==> src/hwm_limit_status_one_consts.vh <==
// constants for the hardware-monitor limit status block
// Summary of operation
// - 8-bit status register at index 41h, cleared to 00h on power-good rising edge.
// - bit 7 reads one while any second-status flag is set, else zero.
// - bit 7 is read-only; writing one there changes nothing.
// - bits 0-3 set when voltage reading is at/below low or above high limit.
// - bits 4-6 set when temperature reading is at/below low or above high limit.
// - bits 0-6 stay set until written one or their enable is cleared.
// - writing one clears a temperature flag only when its event has ended.
// - writing one clears a voltage flag only when its reading is back in limits.
// - no flag sets unless run bit and its own enable are both one.
// - with run one, clearing a set flag's enable clears the flag at once.
// - with run zero, clearing an enable leaves the flag until run returns.
// - setting run clears flags with enable zero; enabled flags unaffected by run.
// - diode and internal-sensor enables live in temperature enable register 82h.
// - group temperature and global interrupt enables never change the flags.
// - with run zero nothing is monitored and no flags set.
// - diode fault with run set forces reading to 80h, raising its limit flag.
`ifndef HWM_LIMIT_STATUS_ONE_CONSTS_VH
`define HWM_LIMIT_STATUS_ONE_CONSTS_VH

// register indices; byte address is four times the index
`define HWM_IDX_CONFIG 8'h40
`define HWM_IDX_STATUS_ONE 8'h41
`define HWM_IDX_VOLT_ENABLE 8'h81
`define HWM_IDX_TEMP_ENABLE 8'h82

// reset values
`define HWM_STATUS_ONE_RESET 8'h00
`define HWM_CONFIG_RESET 8'h00
`define HWM_VOLT_ENABLE_RESET 8'h00
`define HWM_TEMP_ENABLE_RESET 8'h00

// status register fields
`define HWM_SUMMARY_BIT 7
`define HWM_FLAG_COUNT 7
`define HWM_VOLT_LO 0
`define HWM_VOLT_HI 3
`define HWM_DIODE_ONE_CH 4
`define HWM_DIODE_TWO_CH 6

// config register fields
`define HWM_RUN_BIT 0

// voltage enable register fields
`define HWM_GLOBAL_IRQ_BIT 7

// temperature enable register fields
`define HWM_GROUP_TEMP_BIT 0
`define HWM_TEMP_EN_LO 1
`define HWM_TEMP_EN_HI 3

// reading forced on a remote diode fault
`define HWM_DIODE_FAULT_READING 8'h80

// bus answers
`define HWM_RESP_OKAY 2'h0
`define HWM_RESP_SLVERR 2'h2

`endif

==> src/hwm_limit_status_one.v <==
// hardware-monitor interrupt status register 1 with an axi4-lite slave
`timescale 1ns/1ns
`include "hwm_limit_status_one_consts.vh"

module hwm_limit_status_one #(
  parameter WIDTH = 8,
  parameter CHANNELS = 7
) (
  input wire sys_clk,
  input wire rst_n,
  // axi4-lite write address
  input wire [11:0] s_axi_awaddr,
  input wire [2:0] s_axi_awprot,
  input wire s_axi_awvalid,
  output wire s_axi_awready,
  // axi4-lite write data
  input wire [31:0] s_axi_wdata,
  input wire [3:0] s_axi_wstrb,
  input wire s_axi_wvalid,
  output wire s_axi_wready,
  // axi4-lite write response
  output wire [1:0] s_axi_bresp,
  output wire s_axi_bvalid,
  input wire s_axi_bready,
  // axi4-lite read address
  input wire [11:0] s_axi_araddr,
  input wire [2:0] s_axi_arprot,
  input wire s_axi_arvalid,
  output wire s_axi_arready,
  // axi4-lite read data
  output wire [31:0] s_axi_rdata,
  output wire [1:0] s_axi_rresp,
  output wire s_axi_rvalid,
  input wire s_axi_rready,
  // monitor side, same clock
  input wire [CHANNELS*WIDTH-1:0] reading_bus,
  input wire [CHANNELS*WIDTH-1:0] low_limit_bus,
  input wire [CHANNELS*WIDTH-1:0] high_limit_bus,
  input wire [1:0] diode_fault,
  input wire second_status_summary,
  // pin from the power supply, asynchronous
  input wire power_good_input,
  output wire monitor_run
);

  // ------------------------------------------------------------
  // address map
  // ------------------------------------------------------------
  localparam [7:0] IDX_CONFIG = `HWM_IDX_CONFIG;
  localparam [7:0] IDX_STATUS = `HWM_IDX_STATUS_ONE;
  localparam [7:0] IDX_VOLT = `HWM_IDX_VOLT_ENABLE;
  localparam [7:0] IDX_TEMP = `HWM_IDX_TEMP_ENABLE;
  localparam [11:0] ADDR_CONFIG = {2'h0, IDX_CONFIG, 2'h0};
  localparam [11:0] ADDR_STATUS = {2'h0, IDX_STATUS, 2'h0};
  localparam [11:0] ADDR_VOLT = {2'h0, IDX_VOLT, 2'h0};
  localparam [11:0] ADDR_TEMP = {2'h0, IDX_TEMP, 2'h0};

  // ------------------------------------------------------------
  // status reset value, split into flags and summary
  // ------------------------------------------------------------
  localparam [7:0] STATUS_RESET = `HWM_STATUS_ONE_RESET;
  localparam [CHANNELS-1:0] FLAG_RESET = STATUS_RESET[CHANNELS-1:0];
  localparam [0:0] SUMMARY_RESET = STATUS_RESET[`HWM_SUMMARY_BIT];

  // ------------------------------------------------------------
  // state
  // ------------------------------------------------------------
  reg awready_reg;
  reg wready_reg;
  reg bvalid_reg;
  reg [1:0] bresp_reg;
  reg [11:0] awaddr_reg;
  reg [31:0] wdata_reg;
  reg [3:0] wstrb_reg;
  reg arready_reg;
  reg rvalid_reg;
  reg [1:0] rresp_reg;
  reg [31:0] rdata_reg;

  reg [7:0] config_reg;
  reg [7:0] volt_enable_reg;
  reg [7:0] temp_enable_reg;
  reg [CHANNELS-1:0] flag_reg;
  reg [CHANNELS-1:0] flag_next;
  reg summary_reg;

  reg pg_meta_reg;
  reg pg_sync_reg;
  reg pg_prev_reg;

  wire [CHANNELS-1:0] violation;
  wire [CHANNELS-1:0] enable_vec;
  wire run;
  wire pg_rise;
  wire wr_fire;
  wire wr_low_lane;
  wire wr_hit_config;
  wire wr_hit_status;
  wire wr_hit_volt;
  wire wr_hit_temp;
  wire wr_mapped;
  wire [CHANNELS-1:0] clear_request;
  wire [CHANNELS-1:0] live_clear;
  wire [7:0] status_value;
  wire ar_fire;
  reg [31:0] rd_value;
  reg rd_mapped;

  // ------------------------------------------------------------
  // limit comparison
  // ------------------------------------------------------------
  assign run = config_reg[`HWM_RUN_BIT];

  hwm_limit_compare #(
    .CHANNELS(CHANNELS),
    .WIDTH(WIDTH)
  ) u_compare (
    .reading_bus(reading_bus),
    .low_limit_bus(low_limit_bus),
    .high_limit_bus(high_limit_bus),
    .diode_fault(diode_fault),
    .run(run),
    .violation(violation)
  );

  // ------------------------------------------------------------
  // power-good synchroniser and rising edge
  // ------------------------------------------------------------
  always @(posedge sys_clk or negedge rst_n) begin
    if (!rst_n) begin
      pg_meta_reg <= 1'b0;
      pg_sync_reg <= 1'b0;
      pg_prev_reg <= 1'b0;
    end else begin
      pg_meta_reg <= power_good_input;
      pg_sync_reg <= pg_meta_reg;
      pg_prev_reg <= pg_sync_reg;
    end
  end

  assign pg_rise = pg_sync_reg & ~pg_prev_reg;

  // ------------------------------------------------------------
  // write channels: address and data in either order
  // ------------------------------------------------------------
  assign wr_fire = ~awready_reg & ~wready_reg & ~bvalid_reg;
  assign wr_low_lane = wr_fire & wstrb_reg[0];
  assign wr_hit_config = awaddr_reg == ADDR_CONFIG;
  assign wr_hit_status = awaddr_reg == ADDR_STATUS;
  assign wr_hit_volt = awaddr_reg == ADDR_VOLT;
  assign wr_hit_temp = awaddr_reg == ADDR_TEMP;
  assign wr_mapped = wr_hit_config | wr_hit_status | wr_hit_volt | wr_hit_temp;

  always @(posedge sys_clk or negedge rst_n) begin
    if (!rst_n) begin
      awready_reg <= 1'b1;
      wready_reg <= 1'b1;
      bvalid_reg <= 1'b0;
      bresp_reg <= `HWM_RESP_OKAY;
      awaddr_reg <= 12'h000;
      wdata_reg <= 32'h00000000;
      wstrb_reg <= 4'h0;
    end else begin
      if (s_axi_awvalid && awready_reg) begin
        awready_reg <= 1'b0;
        awaddr_reg <= s_axi_awaddr;
      end
      if (s_axi_wvalid && wready_reg) begin
        wready_reg <= 1'b0;
        wdata_reg <= s_axi_wdata;
        wstrb_reg <= s_axi_wstrb;
      end
      if (wr_fire) begin
        bvalid_reg <= 1'b1;
        bresp_reg <= wr_mapped ? `HWM_RESP_OKAY : `HWM_RESP_SLVERR;
      end
      if (bvalid_reg && s_axi_bready) begin
        bvalid_reg <= 1'b0;
        awready_reg <= 1'b1;
        wready_reg <= 1'b1;
      end
    end
  end

  // ------------------------------------------------------------
  // software-written registers
  // ------------------------------------------------------------
  always @(posedge sys_clk or negedge rst_n) begin
    if (!rst_n) begin
      config_reg <= `HWM_CONFIG_RESET;
      volt_enable_reg <= `HWM_VOLT_ENABLE_RESET;
      temp_enable_reg <= `HWM_TEMP_ENABLE_RESET;
    end else if (wr_low_lane) begin
      if (wr_hit_config) begin
        config_reg <= wdata_reg[7:0];
      end
      if (wr_hit_volt) begin
        volt_enable_reg <= wdata_reg[7:0];
      end
      if (wr_hit_temp) begin
        temp_enable_reg <= wdata_reg[7:0];
      end
    end
  end

  // group and global enables are stored only, never gate the flags
  assign enable_vec = {temp_enable_reg[`HWM_TEMP_EN_HI:`HWM_TEMP_EN_LO],
                       volt_enable_reg[`HWM_VOLT_HI:`HWM_VOLT_LO]};

  // ------------------------------------------------------------
  // status flags
  // ------------------------------------------------------------
  // write-one clear on status bits 6..0 only; bit 7 has no store
  assign clear_request = (wr_low_lane && wr_hit_status) ?
                         wdata_reg[CHANNELS-1:0] : {CHANNELS{1'b0}};
  assign live_clear = clear_request & ~violation;
  assign status_value = {summary_reg, flag_reg};

  always @* begin
    flag_next = flag_reg;
    if (pg_rise) begin
      flag_next = FLAG_RESET;
    end else if (run) begin
      // clear only where the event has ended, so a live event wins
      flag_next = flag_reg & ~live_clear;
      flag_next = flag_next | violation;
      // disabled flags drop at once, and when run comes back
      flag_next = flag_next & enable_vec;
    end
    // run low: flags hold whatever the enables do
  end

  always @(posedge sys_clk or negedge rst_n) begin
    if (!rst_n) begin
      flag_reg <= FLAG_RESET;
    end else begin
      flag_reg <= flag_next;
    end
  end

  // ------------------------------------------------------------
  // summary of the second status register
  // ------------------------------------------------------------
  always @(posedge sys_clk or negedge rst_n) begin
    if (!rst_n) begin
      summary_reg <= SUMMARY_RESET;
    end else begin
      summary_reg <= pg_rise ? SUMMARY_RESET : second_status_summary;
    end
  end

  // ------------------------------------------------------------
  // read channel
  // ------------------------------------------------------------
  assign ar_fire = s_axi_arvalid & arready_reg;

  always @* begin
    rd_value = 32'h00000000;
    rd_mapped = 1'b1;
    case (s_axi_araddr)
      ADDR_CONFIG: begin
        rd_value[7:0] = config_reg;
      end
      ADDR_STATUS: begin
        rd_value[7:0] = status_value;
      end
      ADDR_VOLT: begin
        rd_value[7:0] = volt_enable_reg;
      end
      ADDR_TEMP: begin
        rd_value[7:0] = temp_enable_reg;
      end
      default: begin
        rd_mapped = 1'b0;
      end
    endcase
  end

  always @(posedge sys_clk or negedge rst_n) begin
    if (!rst_n) begin
      arready_reg <= 1'b1;
      rvalid_reg <= 1'b0;
      rresp_reg <= `HWM_RESP_OKAY;
      rdata_reg <= 32'h00000000;
    end else begin
      if (ar_fire) begin
        arready_reg <= 1'b0;
        rvalid_reg <= 1'b1;
        rdata_reg <= rd_value;
        rresp_reg <= rd_mapped ? `HWM_RESP_OKAY : `HWM_RESP_SLVERR;
      end
      if (rvalid_reg && s_axi_rready) begin
        rvalid_reg <= 1'b0;
        arready_reg <= 1'b1;
      end
    end
  end

  // ------------------------------------------------------------
  // outputs
  // ------------------------------------------------------------
  assign s_axi_awready = awready_reg;
  assign s_axi_wready = wready_reg;
  assign s_axi_bvalid = bvalid_reg;
  assign s_axi_bresp = bresp_reg;
  assign s_axi_arready = arready_reg;
  assign s_axi_rvalid = rvalid_reg;
  assign s_axi_rresp = rresp_reg;
  assign s_axi_rdata = rdata_reg;
  assign monitor_run = config_reg[`HWM_RUN_BIT];

endmodule // hwm_limit_status_one

==> src/hwm_limit_compare.v <==
// per-channel window comparison of monitor readings against limits
`timescale 1ns/1ns
`include "hwm_limit_status_one_consts.vh"

module hwm_limit_compare #(
  parameter CHANNELS = 7,
  parameter WIDTH = 8
) (
  input wire [CHANNELS*WIDTH-1:0] reading_bus,
  input wire [CHANNELS*WIDTH-1:0] low_limit_bus,
  input wire [CHANNELS*WIDTH-1:0] high_limit_bus,
  input wire [1:0] diode_fault,
  input wire run,
  output wire [CHANNELS-1:0] violation
);

  genvar ch;
  generate
    for (ch = 0; ch < CHANNELS; ch = ch + 1) begin : g_ch
      wire [WIDTH-1:0] raw;
      wire [WIDTH-1:0] low;
      wire [WIDTH-1:0] high;
      wire forced;
      wire [WIDTH-1:0] value;
      assign raw = reading_bus[ch*WIDTH +: WIDTH];
      assign low = low_limit_bus[ch*WIDTH +: WIDTH];
      assign high = high_limit_bus[ch*WIDTH +: WIDTH];
      // faulted diode channel reads the fixed fault value while run is set
      if (ch == `HWM_DIODE_ONE_CH) begin : g_d1
        assign forced = run & diode_fault[0];
      end else if (ch == `HWM_DIODE_TWO_CH) begin : g_d2
        assign forced = run & diode_fault[1];
      end else begin : g_none
        assign forced = 1'b0;
      end
      assign value = forced ? `HWM_DIODE_FAULT_READING : raw;
      assign violation[ch] = (value <= low) | (value > high);
    end
  endgenerate

endmodule // hwm_limit_compare

==> config.mk <==
export PLATFORM = sky130hd
export DESIGN_NAME = hwm_limit_status_one
export DESIGN_NICKNAME = d
export VERILOG_FILES = /design/src/hwm_limit_status_one.v /design/src/hwm_limit_compare.v
export VERILOG_INCLUDE_DIRS = /design/src /design/src/src
export SDC_FILE = /design/constraint.sdc
export NUM_CORES = 1
export LEC_CHECK = 0
export BUFFER_PORTS_ARGS = -buffer_cell sky130_fd_sc_hd__buf_2
export CAP_MARGIN = 15
export CORE_ASPECT_RATIO = 0.75
export CORE_MARGIN = 2
export CORE_UTILIZATION = 35
export CTS_BUF_LIST = sky130_fd_sc_hd__clkbuf_2
export DETAILED_ROUTE_END_ITERATION = 12
export PLACE_DENSITY = 0.73
export SETUP_SLACK_MARGIN = 0.02
export SYNTH_ARGS = -nofsm -noshare
export SYNTH_HDL_FRONTEND = slang
export SYNTH_SLANG_ARGS = --single-unit
==> constraint.sdc <==
create_clock -name sys_clk -period 5.4 [get_ports sys_clk]
set_clock_uncertainty 0.05 [all_clocks]
set_input_delay 0.81 -clock sys_clk [delete_from_list [all_inputs] [get_ports sys_clk]]
set_output_delay 0.81 -clock sys_clk [all_outputs]
set_load 0.05 [all_outputs]
==> results.md, run 1 <==
- The flow ran to the end, and the final reports show no timing, DRC or antenna violations.
- In the routed design, unresolved DRC markers number 0.
- After clock tree synthesis, the flow added hold-fix buffers numbering 0.
- The worst hold path begins at power_good_input.
- The largest family of logic cells by synthesized area is adder cells.
- Using the TritonRoute via totals, the vias-per-cell ratio works out to 4.89.
- Relative to the synthesized area, the layout overhead comes to 23.6%.
- Of all flip-flops after synthesis, the portion carrying an async set or reset was 100%.
- The post-route netlist has 33.5% of its cells at a drive strength greater than 1.
- The final period utilization is 49.3%.
- The element type at the critical path end is a register.
- The aggregate routed wire length is 16000 um.
- In the final layout, the multi-input gates occupy 3790 sq um.
- In this run the remaining antenna-violating nets after routing total 0.
- sky130_fd_sc_hd__ha_1 is the most common cell in the netlist.
- The synthesized netlist devotes 14.6% of its cell area to compound gates.
- The post-CTS setup buffer count is 0.
- The clock-pin slew reported for the worst setup and hold paths after clock tree synthesis is 0.22 ns.
- The number of H-tree levels is 3.
- Input and output buffers added on the ports amount to 227.
- The routed layout has 5472 vias.
- The largest total area in the synthesized netlist belongs to sky130_fd_sc_hd__dfrtp_1.
- The worst register-to-register path has a setup slack of 2.78 ns.
- The floorplan die height is 118 um.
- In this run the power density over the cells is 215 nW/um^2.
- The layout filler cell count is 1697.
- The clock insertion delay at the later pin of the skew report is 0.51 ns.
- The post-synthesis cell area is 6090 sq um.
- Measured in cells, the most critical reg-to-reg path has a length of 8.
- Ranked by instance count, the synthesized netlist is headed by 108 x sky130_fd_sc_hd__ha_1, 106 x sky130_fd_sc_hd__inv_1, 68 x sky130_fd_sc_hd__dfrtp_1, 47 x sky130_fd_sc_hd__a21oi_1, 46 x sky130_fd_sc_hd__nand2_1.
- The average wire per standard cell is 14.3 um.
- The detailed-router iteration count before antenna repair is 4.
- The path with the worst hold slack has its endpoint at pg_meta_reg$_DFF_PN0_.
- The synthesized netlist devotes 22.2% of its cell area to adder and majority cells.
- The last weighted congestion value of the routability-driven placer is 0.824.
- Setup repair after global routing left no endpoint under its margin.
- The area of the die is 18500 sq um.
- The clock passes through at most 2 buffers.
- The placed wire-length estimate is 13500 um.
- Entering global routing, the biggest net connects 72 pins.
- For the worst setup path, the data required time is 5.79 ns.
- The number of cells upsized or downsized after cts is 0.
- The highest clock frequency the design can meet is 376 MHz.
- The number of nets in the layout is 1250.
- The type of the tightest min-delay check is in -> reg.
- The number of pins exceeding their max-slew limit in the final report is 0.
- The wire length of the first global-routing pass is 24900 um.
- The maximum fanout along the worst path is 6.
- Global routing consumed, over all layers together, 16.8% of the routing resources.
- In this run the critical register-to-register path is captured at flag_reg[6]$_DFFE_PN0P_.
- The chip width is 156 um.
- Across the whole layout, storage elements account for 1780 sq um.
- The number of synthesized flops with an enable pin is 0.
- The static leakage is 4.25 nW.
- The worst-case IR drop observed on VDD is 100 uV.
- The starting DRC count in detailed routing is 236.
- Across the run, the number of max-cap violations was 0.
- In the post-synthesis netlist, the biggest area contributors are sky130_fd_sc_hd__dfrtp_1 28%, sky130_fd_sc_hd__ha_1 22%, sky130_fd_sc_hd__mux2_2 8.3%.
- For this run, the share of the core covered by cells in the final layout is 44.5%.
- The hold-critical path depth is 1.
- The synthesized instance count is 664.
- The number of global-route vias before repair came to 5268.
- After synthesis, the largest area contributor takes up 27.9% of total cell area.
- The post-synthesis mux area share is 8.49%.
- The register with the most flip-flops in the layout has 12 of them.
- Summing the areas of all xor and xnor instances in the mapped netlist gives 0.288% of the synthesized area.
- Setup violations remaining at the end of the flow were counted as 0.
- In the synthesized netlist the dominant register cell turns out to be sky130_fd_sc_hd__dfrtp_1.
- The count of state elements after synthesis is 71.
- The synthesized netlist devotes 15.1% of its cell area to simple gates.
- The area of the core is 16900 sq um.
- The number of hold-slack violations in the final timing report is 0.
- After synthesis, the netlist uses 51 different library cells.
- The final setup TNS is 0 ns.
- Clock tree synthesis selected as its root buffer the cell sky130_fd_sc_hd__clkbuf_2.
- The launching element type of the critical path is an input port.
- The standard-cell row count is 41.
- The mean instance size in the synthesized netlist is 9.17 sq um.
- The total overflow left after global routing is 0.
- The signal arrival time at the worst endpoint is 3.05 ns.
- The type of the setup path with the least slack is in -> reg.
- Counting the buffers created by CTS gives 9.
- TritonCTS built the clock tree.
- The worst relative slew slack is 40.0%.
- The minimum period implied by the final worst setup slack is 2.66 ns.
- The Yosys step of the flow raised 0 warnings.
- 287 I/O pins were placed.
- The number of antenna violations at the first check in global routing came to 3.
- The transition time at the pin with the least slew margin is 0.900 ns.
- The proportion of synthesized chip area in sequential cells is 29.2%.
- The initial cell density of the core is 36.0%.
- The source of the worst register-to-register timing path is config_reg[0]$_DFFE_PN0P_.
- The number of clock sinks is 71.
==> per-stage QoR <==
step	cell area [sq um]	power, mW	instances	worst slack [ns]	hold WS (ns)
2_1_floorplan	6180	1.09	689	2.86	0.281
3_3_place_gp	7380	1.26	1101	2.24	0.284
3_5_place_dp	7380	1.29	1101	2.19	0.290
4_1_cts	7520	1.64	1117	2.76	0.279
6_report	7530	1.62	1119	2.74	0.326
5_1_grt	7530	1.75	1119	2.58	0.239
==> how the worst max path moves through the flow <==
stage | from | endpoint | slack (ns) | cells after the start
floorplan | config_reg[0]$_DFFE_PN0P_ | flag_reg[6]$_DFFE_PN0P_ | 2.86 | 8
finish | s_axi_araddr[8] | s_axi_rdata[0]$_DFFE_PN0P_ | 2.74 | 7
detailed placement | s_axi_araddr[8] | s_axi_rdata[0]$_DFFE_PN0P_ | 2.19 | 7
global route | s_axi_araddr[8] | s_axi_rdata[0]$_DFFE_PN0P_ | 2.58 | 7
CTS | config_reg[0]$_DFFE_PN0P_ | flag_reg[6]$_DFFE_PN0P_ | 2.76 | 8
global placement | s_axi_araddr[8] | s_axi_rdata[0]$_DFFE_PN0P_ | 2.24 | 7
==> logic make-up (layout without fill, tap and decap cells) <==
kind of cell	count (synthesis)	in the layout
fa+ha+maj	108	108
buf+inv	137	350
simple gates	160	160
flops	71	71
other cells	1	28
xor+xnor	2	2
compound gates	139	139
mux	46	46
==> critical path, stage by stage <==
cell,delay [ns]
sky130_fd_sc_hd__buf_2,0.10
sky130_fd_sc_hd__nor4b_1,0.52
sky130_fd_sc_hd__nand4_1,0.34
sky130_fd_sc_hd__nor3b_1,0.77
sky130_fd_sc_hd__a22o_1,0.27
sky130_fd_sc_hd__a221oi_1,0.05
sky130_fd_sc_hd__o21ai_0,0.18
==> power by group <==
part | switching (mW) | internal, mW | total [mW]
sequential | 0.0973 | 0.633 | 0.730
combinational | 0.294 | 0.246 | 0.540
clock | 0.199 | 0.153 | 0.352
total | 0.590 | 1.03 | 1.62
==> area by class of cell <==
type	count	area share, %
diodes	2	0.0665
clock buffers	9	0.598
clock inverters	7	1.28
inverters	106	5.29
multi-input cells	481	50.4
flip-flops and latches	71	23.6
well taps	215	3.57
repair buffers	228	15.2
==> cell usage in the layout, fill, tap and decap left out, types with 2 or more instances in the layout <==
cell type and n:
sky130_fd_sc_hd__buf_2 227, sky130_fd_sc_hd__ha_1 108, sky130_fd_sc_hd__inv_1 106, sky130_fd_sc_hd__dfrtp_1 68, sky130_fd_sc_hd__a21oi_1 47, sky130_fd_sc_hd__nand2_1 46
sky130_fd_sc_hd__mux2_2 45, sky130_fd_sc_hd__o21ai_0 26, sky130_fd_sc_hd__conb_1 26, sky130_fd_sc_hd__nand4_1 21, sky130_fd_sc_hd__and2_1 19, sky130_fd_sc_hd__nor2b_1 18
sky130_fd_sc_hd__nor2_1 12, sky130_fd_sc_hd__nand3_1 11, sky130_fd_sc_hd__a21o_1 11, sky130_fd_sc_hd__and4_1 9, sky130_fd_sc_hd__clkbuf_2 9, sky130_fd_sc_hd__a221oi_1 8
sky130_fd_sc_hd__o211ai_1 6, sky130_fd_sc_hd__a22o_1 6, sky130_fd_sc_hd__nand2b_1 5, sky130_fd_sc_hd__o22ai_1 5, sky130_fd_sc_hd__a221o_1 5, sky130_fd_sc_hd__a31oi_1 5
sky130_fd_sc_hd__a211o_1 5, sky130_fd_sc_hd__or4_1 3, sky130_fd_sc_hd__nor3b_1 3, sky130_fd_sc_hd__clkinvlp_4 3, sky130_fd_sc_hd__dfstp_2 3, sky130_fd_sc_hd__diode_2 2
sky130_fd_sc_hd__a21bo_2 2, sky130_fd_sc_hd__or2_2 2, sky130_fd_sc_hd__o31ai_1 2, sky130_fd_sc_hd__xor2_1 2, sky130_fd_sc_hd__o21bai_1 2, sky130_fd_sc_hd__a211oi_1 2
sky130_fd_sc_hd__a311oi_1 2, sky130_fd_sc_hd__a22oi_1 2, sky130_fd_sc_hd__bufinv_16 2
==> per-layer routing <==
metal / vias up / share of wire [%] / global-route usage (%)
met5: - / 0.081 / 0
met4: 2 / 1.2 / 3.21
met3: 17 / 7.6 / 4.03
met2: 208 / 44 / 27.3
met1: 2466 / 47 / 22.9
li1: 2779 / - / -
(Power assumes the default switching activity.)
==> run 2: changes to the inputs <==
ABC_AREA = 1   (was not set)
clock period = 2.76 ns   (was 5.4 ns; I/O delays follow)
==> run 2 against run 1 <==
Compared with the run above: sequential share of layout area is 1.1 points lower; power is 98% higher; worst hold slack worse by 0.26 ns; critical path depth is 5 higher; non-clock buffer count is 19 higher; synthesized area is 3.6% higher; final cell count is 22% higher; highest routed layer unchanged.
==> results.md, run 2 <==
- In the synthesized netlist the dominant register cell turns out to be sky130_fd_sc_hd__dfrtp_1.
- Routability-driven placement finished with a final weighted congestion of 0.826.
- In the final layout, flip-flops and latches occupy 1780 sq um.
- The final layout contains routed wiring with a total length of 15800 um.
- Data on the critical path is required at its endpoint by 3.14 ns.
- For this design, the CTS-stage hold fixing added 8 buffers.
- The Yosys step of the flow raised 0 warnings.
- The die covers 19100 sq um.
- The number of library cell types mapped by synthesis is 30.
- After layout, the design draws a total of 3.22 mW.
- The via count is 6155.
- Synthesis produced a netlist whose cell count is 872.
- The number of diodes is 0.
- Sorting the synthesized cells by area gives the leading types as sky130_fd_sc_hd__dfrtp_1 27%, sky130_fd_sc_hd__ha_1 21%, sky130_fd_sc_hd__nand2_1 11%.
- The number of synthesized flops with an enable pin is 0.
- The maximum number of pins on one net before global-route repair is 34.
- The cell area after placement is 7650 sq um.
- The count of buffers inserted at the top-level ports is 227.
- The number of hold-slack violations in the final timing report is 0.
- The layout filler cell count is 1849.
- The worst slack at placement is 0.444 ns.
- The analysis attributes to net switching a power of 1.35 mW.
- The number of pins exceeding their max-slew limit in the final report is 0.
- TritonCTS built the clock tree.
- The die is 120 um tall.
- Dividing the final minimum period by the clock period gives 84.3%.
- The number of cells upsized or downsized after cts is 0.
- The mean instance size in the synthesized netlist is 7.23 sq um.
- The number of clock sinks is 71.
- The maximum fanout along the worst path is 7.
- The average wire per standard cell is 11.5 um.
- Hold is met by 0.0684 ns.
- The count of nets left with antenna violations once routing finished came out at 0.
- In this run the critical register-to-register path is captured at flag_reg[4]$_DFFE_PN0P_.
- The total area inside the core boundary comes to 17700 sq um.
- The largest single stage delay on the critical path is 0.52 ns.
- The share of post-route cells with drive strength above 1 is 24.1%.
- The flow ran to the end, and the final reports show no timing, DRC or antenna violations.
- Among all stages on the critical path, the largest delay is contributed by sky130_fd_sc_hd__dfrtp_1.
- In this design, the critical path's most frequently occurring cell is sky130_fd_sc_hd__nand2_1.
- The placed cell count is 1337.
- In the post-synthesis netlist, the cell with the most instances is sky130_fd_sc_hd__nand2_1.
- Following the worst setup path forward leads to its endpoint at flag_reg[4]$_DFFE_PN0P_.
- STA classifies the critical path startpoint as a register.
- The minimum setup slack among reg-to-reg paths is 0.43 ns.
- The proportion of netlist area held by the largest area contributor is 27.0%.
- The clock network accounts for 14.7% of the total power.
- Leaving out fill and tap cells, the most frequent cells in the layout are 227 x sky130_fd_sc_hd__buf_2, 186 x sky130_fd_sc_hd__nand2_1, 176 x sky130_fd_sc_hd__inv_1.
- The total internal power is 1.87 mW.
- Synthesis inferred 71 register bits.
- The layout-stage area growth over the synthesis result is 25.1%.
- After detailed routing, the number of vias per cell comes to 4.50.
- The transition time at the pin with the least slew margin is 0.809 ns.
- The detailed-router iteration count before antenna repair is 4.
- Clock tree synthesis selected as its root buffer the cell sky130_fd_sc_hd__clkbuf_2.
- The maximum count of clock buffers along a single path is 2.
- In this run the static leakage power is 4.68 nW.
- The number of H-tree levels is 3.
- In the final design database the tool counted 1475 nets.
- The post-synthesis cell area is 6310 sq um.
- In the synthesized netlist the async set-or-reset flop fraction comes to 100%.
- In the post-route analysis, the smallest setup slack over all paths is 0.434 ns.
- The clock-pin slew reported for the worst setup and hold paths after clock tree synthesis is 0.18 ns.
- The share of power burned in combinational logic is 42.9%.
- The dominant cell type by area after synthesis is sky130_fd_sc_hd__dfrtp_1.
- The final-report setup violation count is 0.
- From left edge to right edge, the die measures 159 um.
- The power density over the cells is 408 nW/um^2.
- The type of the tightest min-delay check is in -> reg.
- The proportion of synthesized chip area in sequential cells is 28.2%.
- The critical path buffer and inverter count is 1.
- In this run the worst setup path begins at config_reg[0]$_DFFE_PN0P_.
- The number of antenna violations at the first check in global routing is 1.
- The worst relative slew slack is 45.7%.
- The relative contribution of sequential cells to total power is 42.4%.
- By count the netlist is led by 186 x sky130_fd_sc_hd__nand2_1, 176 x sky130_fd_sc_hd__inv_1, 108 x sky130_fd_sc_hd__ha_1, 68 x sky130_fd_sc_hd__dfrtp_1, 67 x sky130_fd_sc_hd__nor2_1.
- The number of global-route vias before repair is 5677.
- In this run the critical register-to-register path is launched from config_reg[0]$_DFFE_PN0P_.
- The overall global routing resource usage is 16.7%.
- IR analysis of the VDD net gives a maximum drop of 568 uV.
- For this design the top-level I/O count stands at 287.
- The post-CTS setup buffer count is 0.
- The type of the setup path with the least slack is reg -> reg.
- The minimum period implied by the final worst setup slack is 2.33 ns.
- Net switching is 42.0% of the power.
- The path depth of the worst reg2reg path is 12.
- After the flow finishes, the layout carries non-filler instances totaling 1369.
- The core occupancy in the finished layout is 44.7%.
- The standard-cell row count is 42.
- The first global-routing pass estimated 26300 um of wire.
- The worst setup path is captured at a register.
- Once the floorplan was initialized, standard cells occupied 35.7% of the core.
- In this design, the largest share of critical-path delay is due to simple AND/OR/NAND/NOR gates.
- The total clock buffers created by CTS is 9.
- The clock insertion delay at the later pin of the skew report is 0.53 ns.
- The highest clock frequency the design can meet is 430 MHz.
- The final setup TNS is 0 ns.
- Setup repair after global routing left no endpoint under its margin.
- The final routed DRC violation total is 0.
- The register with the most flip-flops in the layout has 12 of them.
- Leaving out fill and tap cells, the most frequent cell in the layout is sky130_fd_sc_hd__buf_2.
- The tool flagged a number of max-cap violations equal to 0.
- Once detailed placement completed, the half-perimeter wirelength came to 13200 um.
- The number of cells on the critical path is 12.
- After global routing the overflow that remains totals 0.
- The signal arrival time at the worst endpoint is 2.71 ns.
- After routing the design area is 7890 sq um.
- The starting DRC count in detailed routing is 283.
- Summing all multi-input logic gate instances after layout gives 3720 sq um.
- The signal on the critical path passes through nand2_1 -> inv_1 -> or2_2 -> ha_1 -> nand2_1 -> nor2_1 -> and3_1 -> nand4_1 -> nand2_1 -> nand3_1 -> nand2_1 -> nand2_1.
-- run 2: power groups by stage --
stage	combinational, mW	sequential [mW]	clock (mW)
after CTS	1.38	1.36	0.496
after global routing	1.57	1.40	0.543
after detailed placement	1.37	1.38	0
after floorplan	0.808	1.53	0
final	1.38	1.36	0.474
after global placement	1.34	1.38	0
-- run 2: layer usage --
metal	vias to the layer above	global-route usage, %	share of wire (%)
li1	3249	-	-
met1	2705	23.9	50
met5	-	0	0.082
met2	191	25.7	43
met3	8	4.94	7.4
met4	2	2.22	0.35
-- run 2: cell type report --
type / instances / share of cell area [%]
clock buffers: 10 / 0.635
clock inverters: 6 / 0.365
inverters: 177 / 8.42
multi-input cells: 616 / 47.2
flip-flops and latches: 71 / 22.6
well taps: 242 / 3.84
repair buffers: 247 / 17.0
-- run 2: how the worst min path moves through the flow --
| stage | from | end | slack (ns) | depth (start not counted) |
|---|---|---|---|---|
| 4_1_cts | s_axi_awaddr[10] | awaddr_reg[10]$_DFFE_PN0P_ | 0.002 | 2 |
| 3_3_place_gp | pg_meta_reg$_DFF_PN0_ | pg_sync_reg$_DFF_PN0_ | 0.28 | 0 |
| 2_1_floorplan | rst_n | awaddr_reg[0]$_DFFE_PN0P_ | 0.07 | 0 |
| 3_5_place_dp | pg_meta_reg$_DFF_PN0_ | pg_sync_reg$_DFF_PN0_ | 0.29 | 0 |
| 5_1_grt | s_axi_awaddr[9] | awaddr_reg[9]$_DFFE_PN0P_ | 0.004 | 3 |
| 6_report | s_axi_rready | s_axi_arready$_DFFE_PN1P_ | 0.07 | 3 |
-- run 2: worst reg2reg max path, stage by stage, from the launching register on --
cell and delay, ns:
sky130_fd_sc_hd__dfrtp_1 0.52, sky130_fd_sc_hd__nand2_1 0.21, sky130_fd_sc_hd__inv_1 0.15, sky130_fd_sc_hd__or2_2 0.33
sky130_fd_sc_hd__ha_1 0.30, sky130_fd_sc_hd__nand2_1 0.07, sky130_fd_sc_hd__nor2_1 0.14, sky130_fd_sc_hd__and3_1 0.17
sky130_fd_sc_hd__nand4_1 0.07, sky130_fd_sc_hd__nand2_1 0.07, sky130_fd_sc_hd__nand3_1 0.06, sky130_fd_sc_hd__nand2_1 0.06
sky130_fd_sc_hd__nand2_1 0.05
-- run 2: kinds of logic (layout without fill, tap and decap cells) --
group | count (synthesis) | count (layout) | share of synthesized area, %
compound gates | 131 | 131 | 10.9
fa+ha+maj | 108 | 108 | 21.4
buf+inv | 210 | 440 | 14.2
flops | 71 | 71 | 28.2
mux | 9 | 9 | 1.61
other cells | 1 | 26 | 0.0595
simple gates | 342 | 342 | 23.6
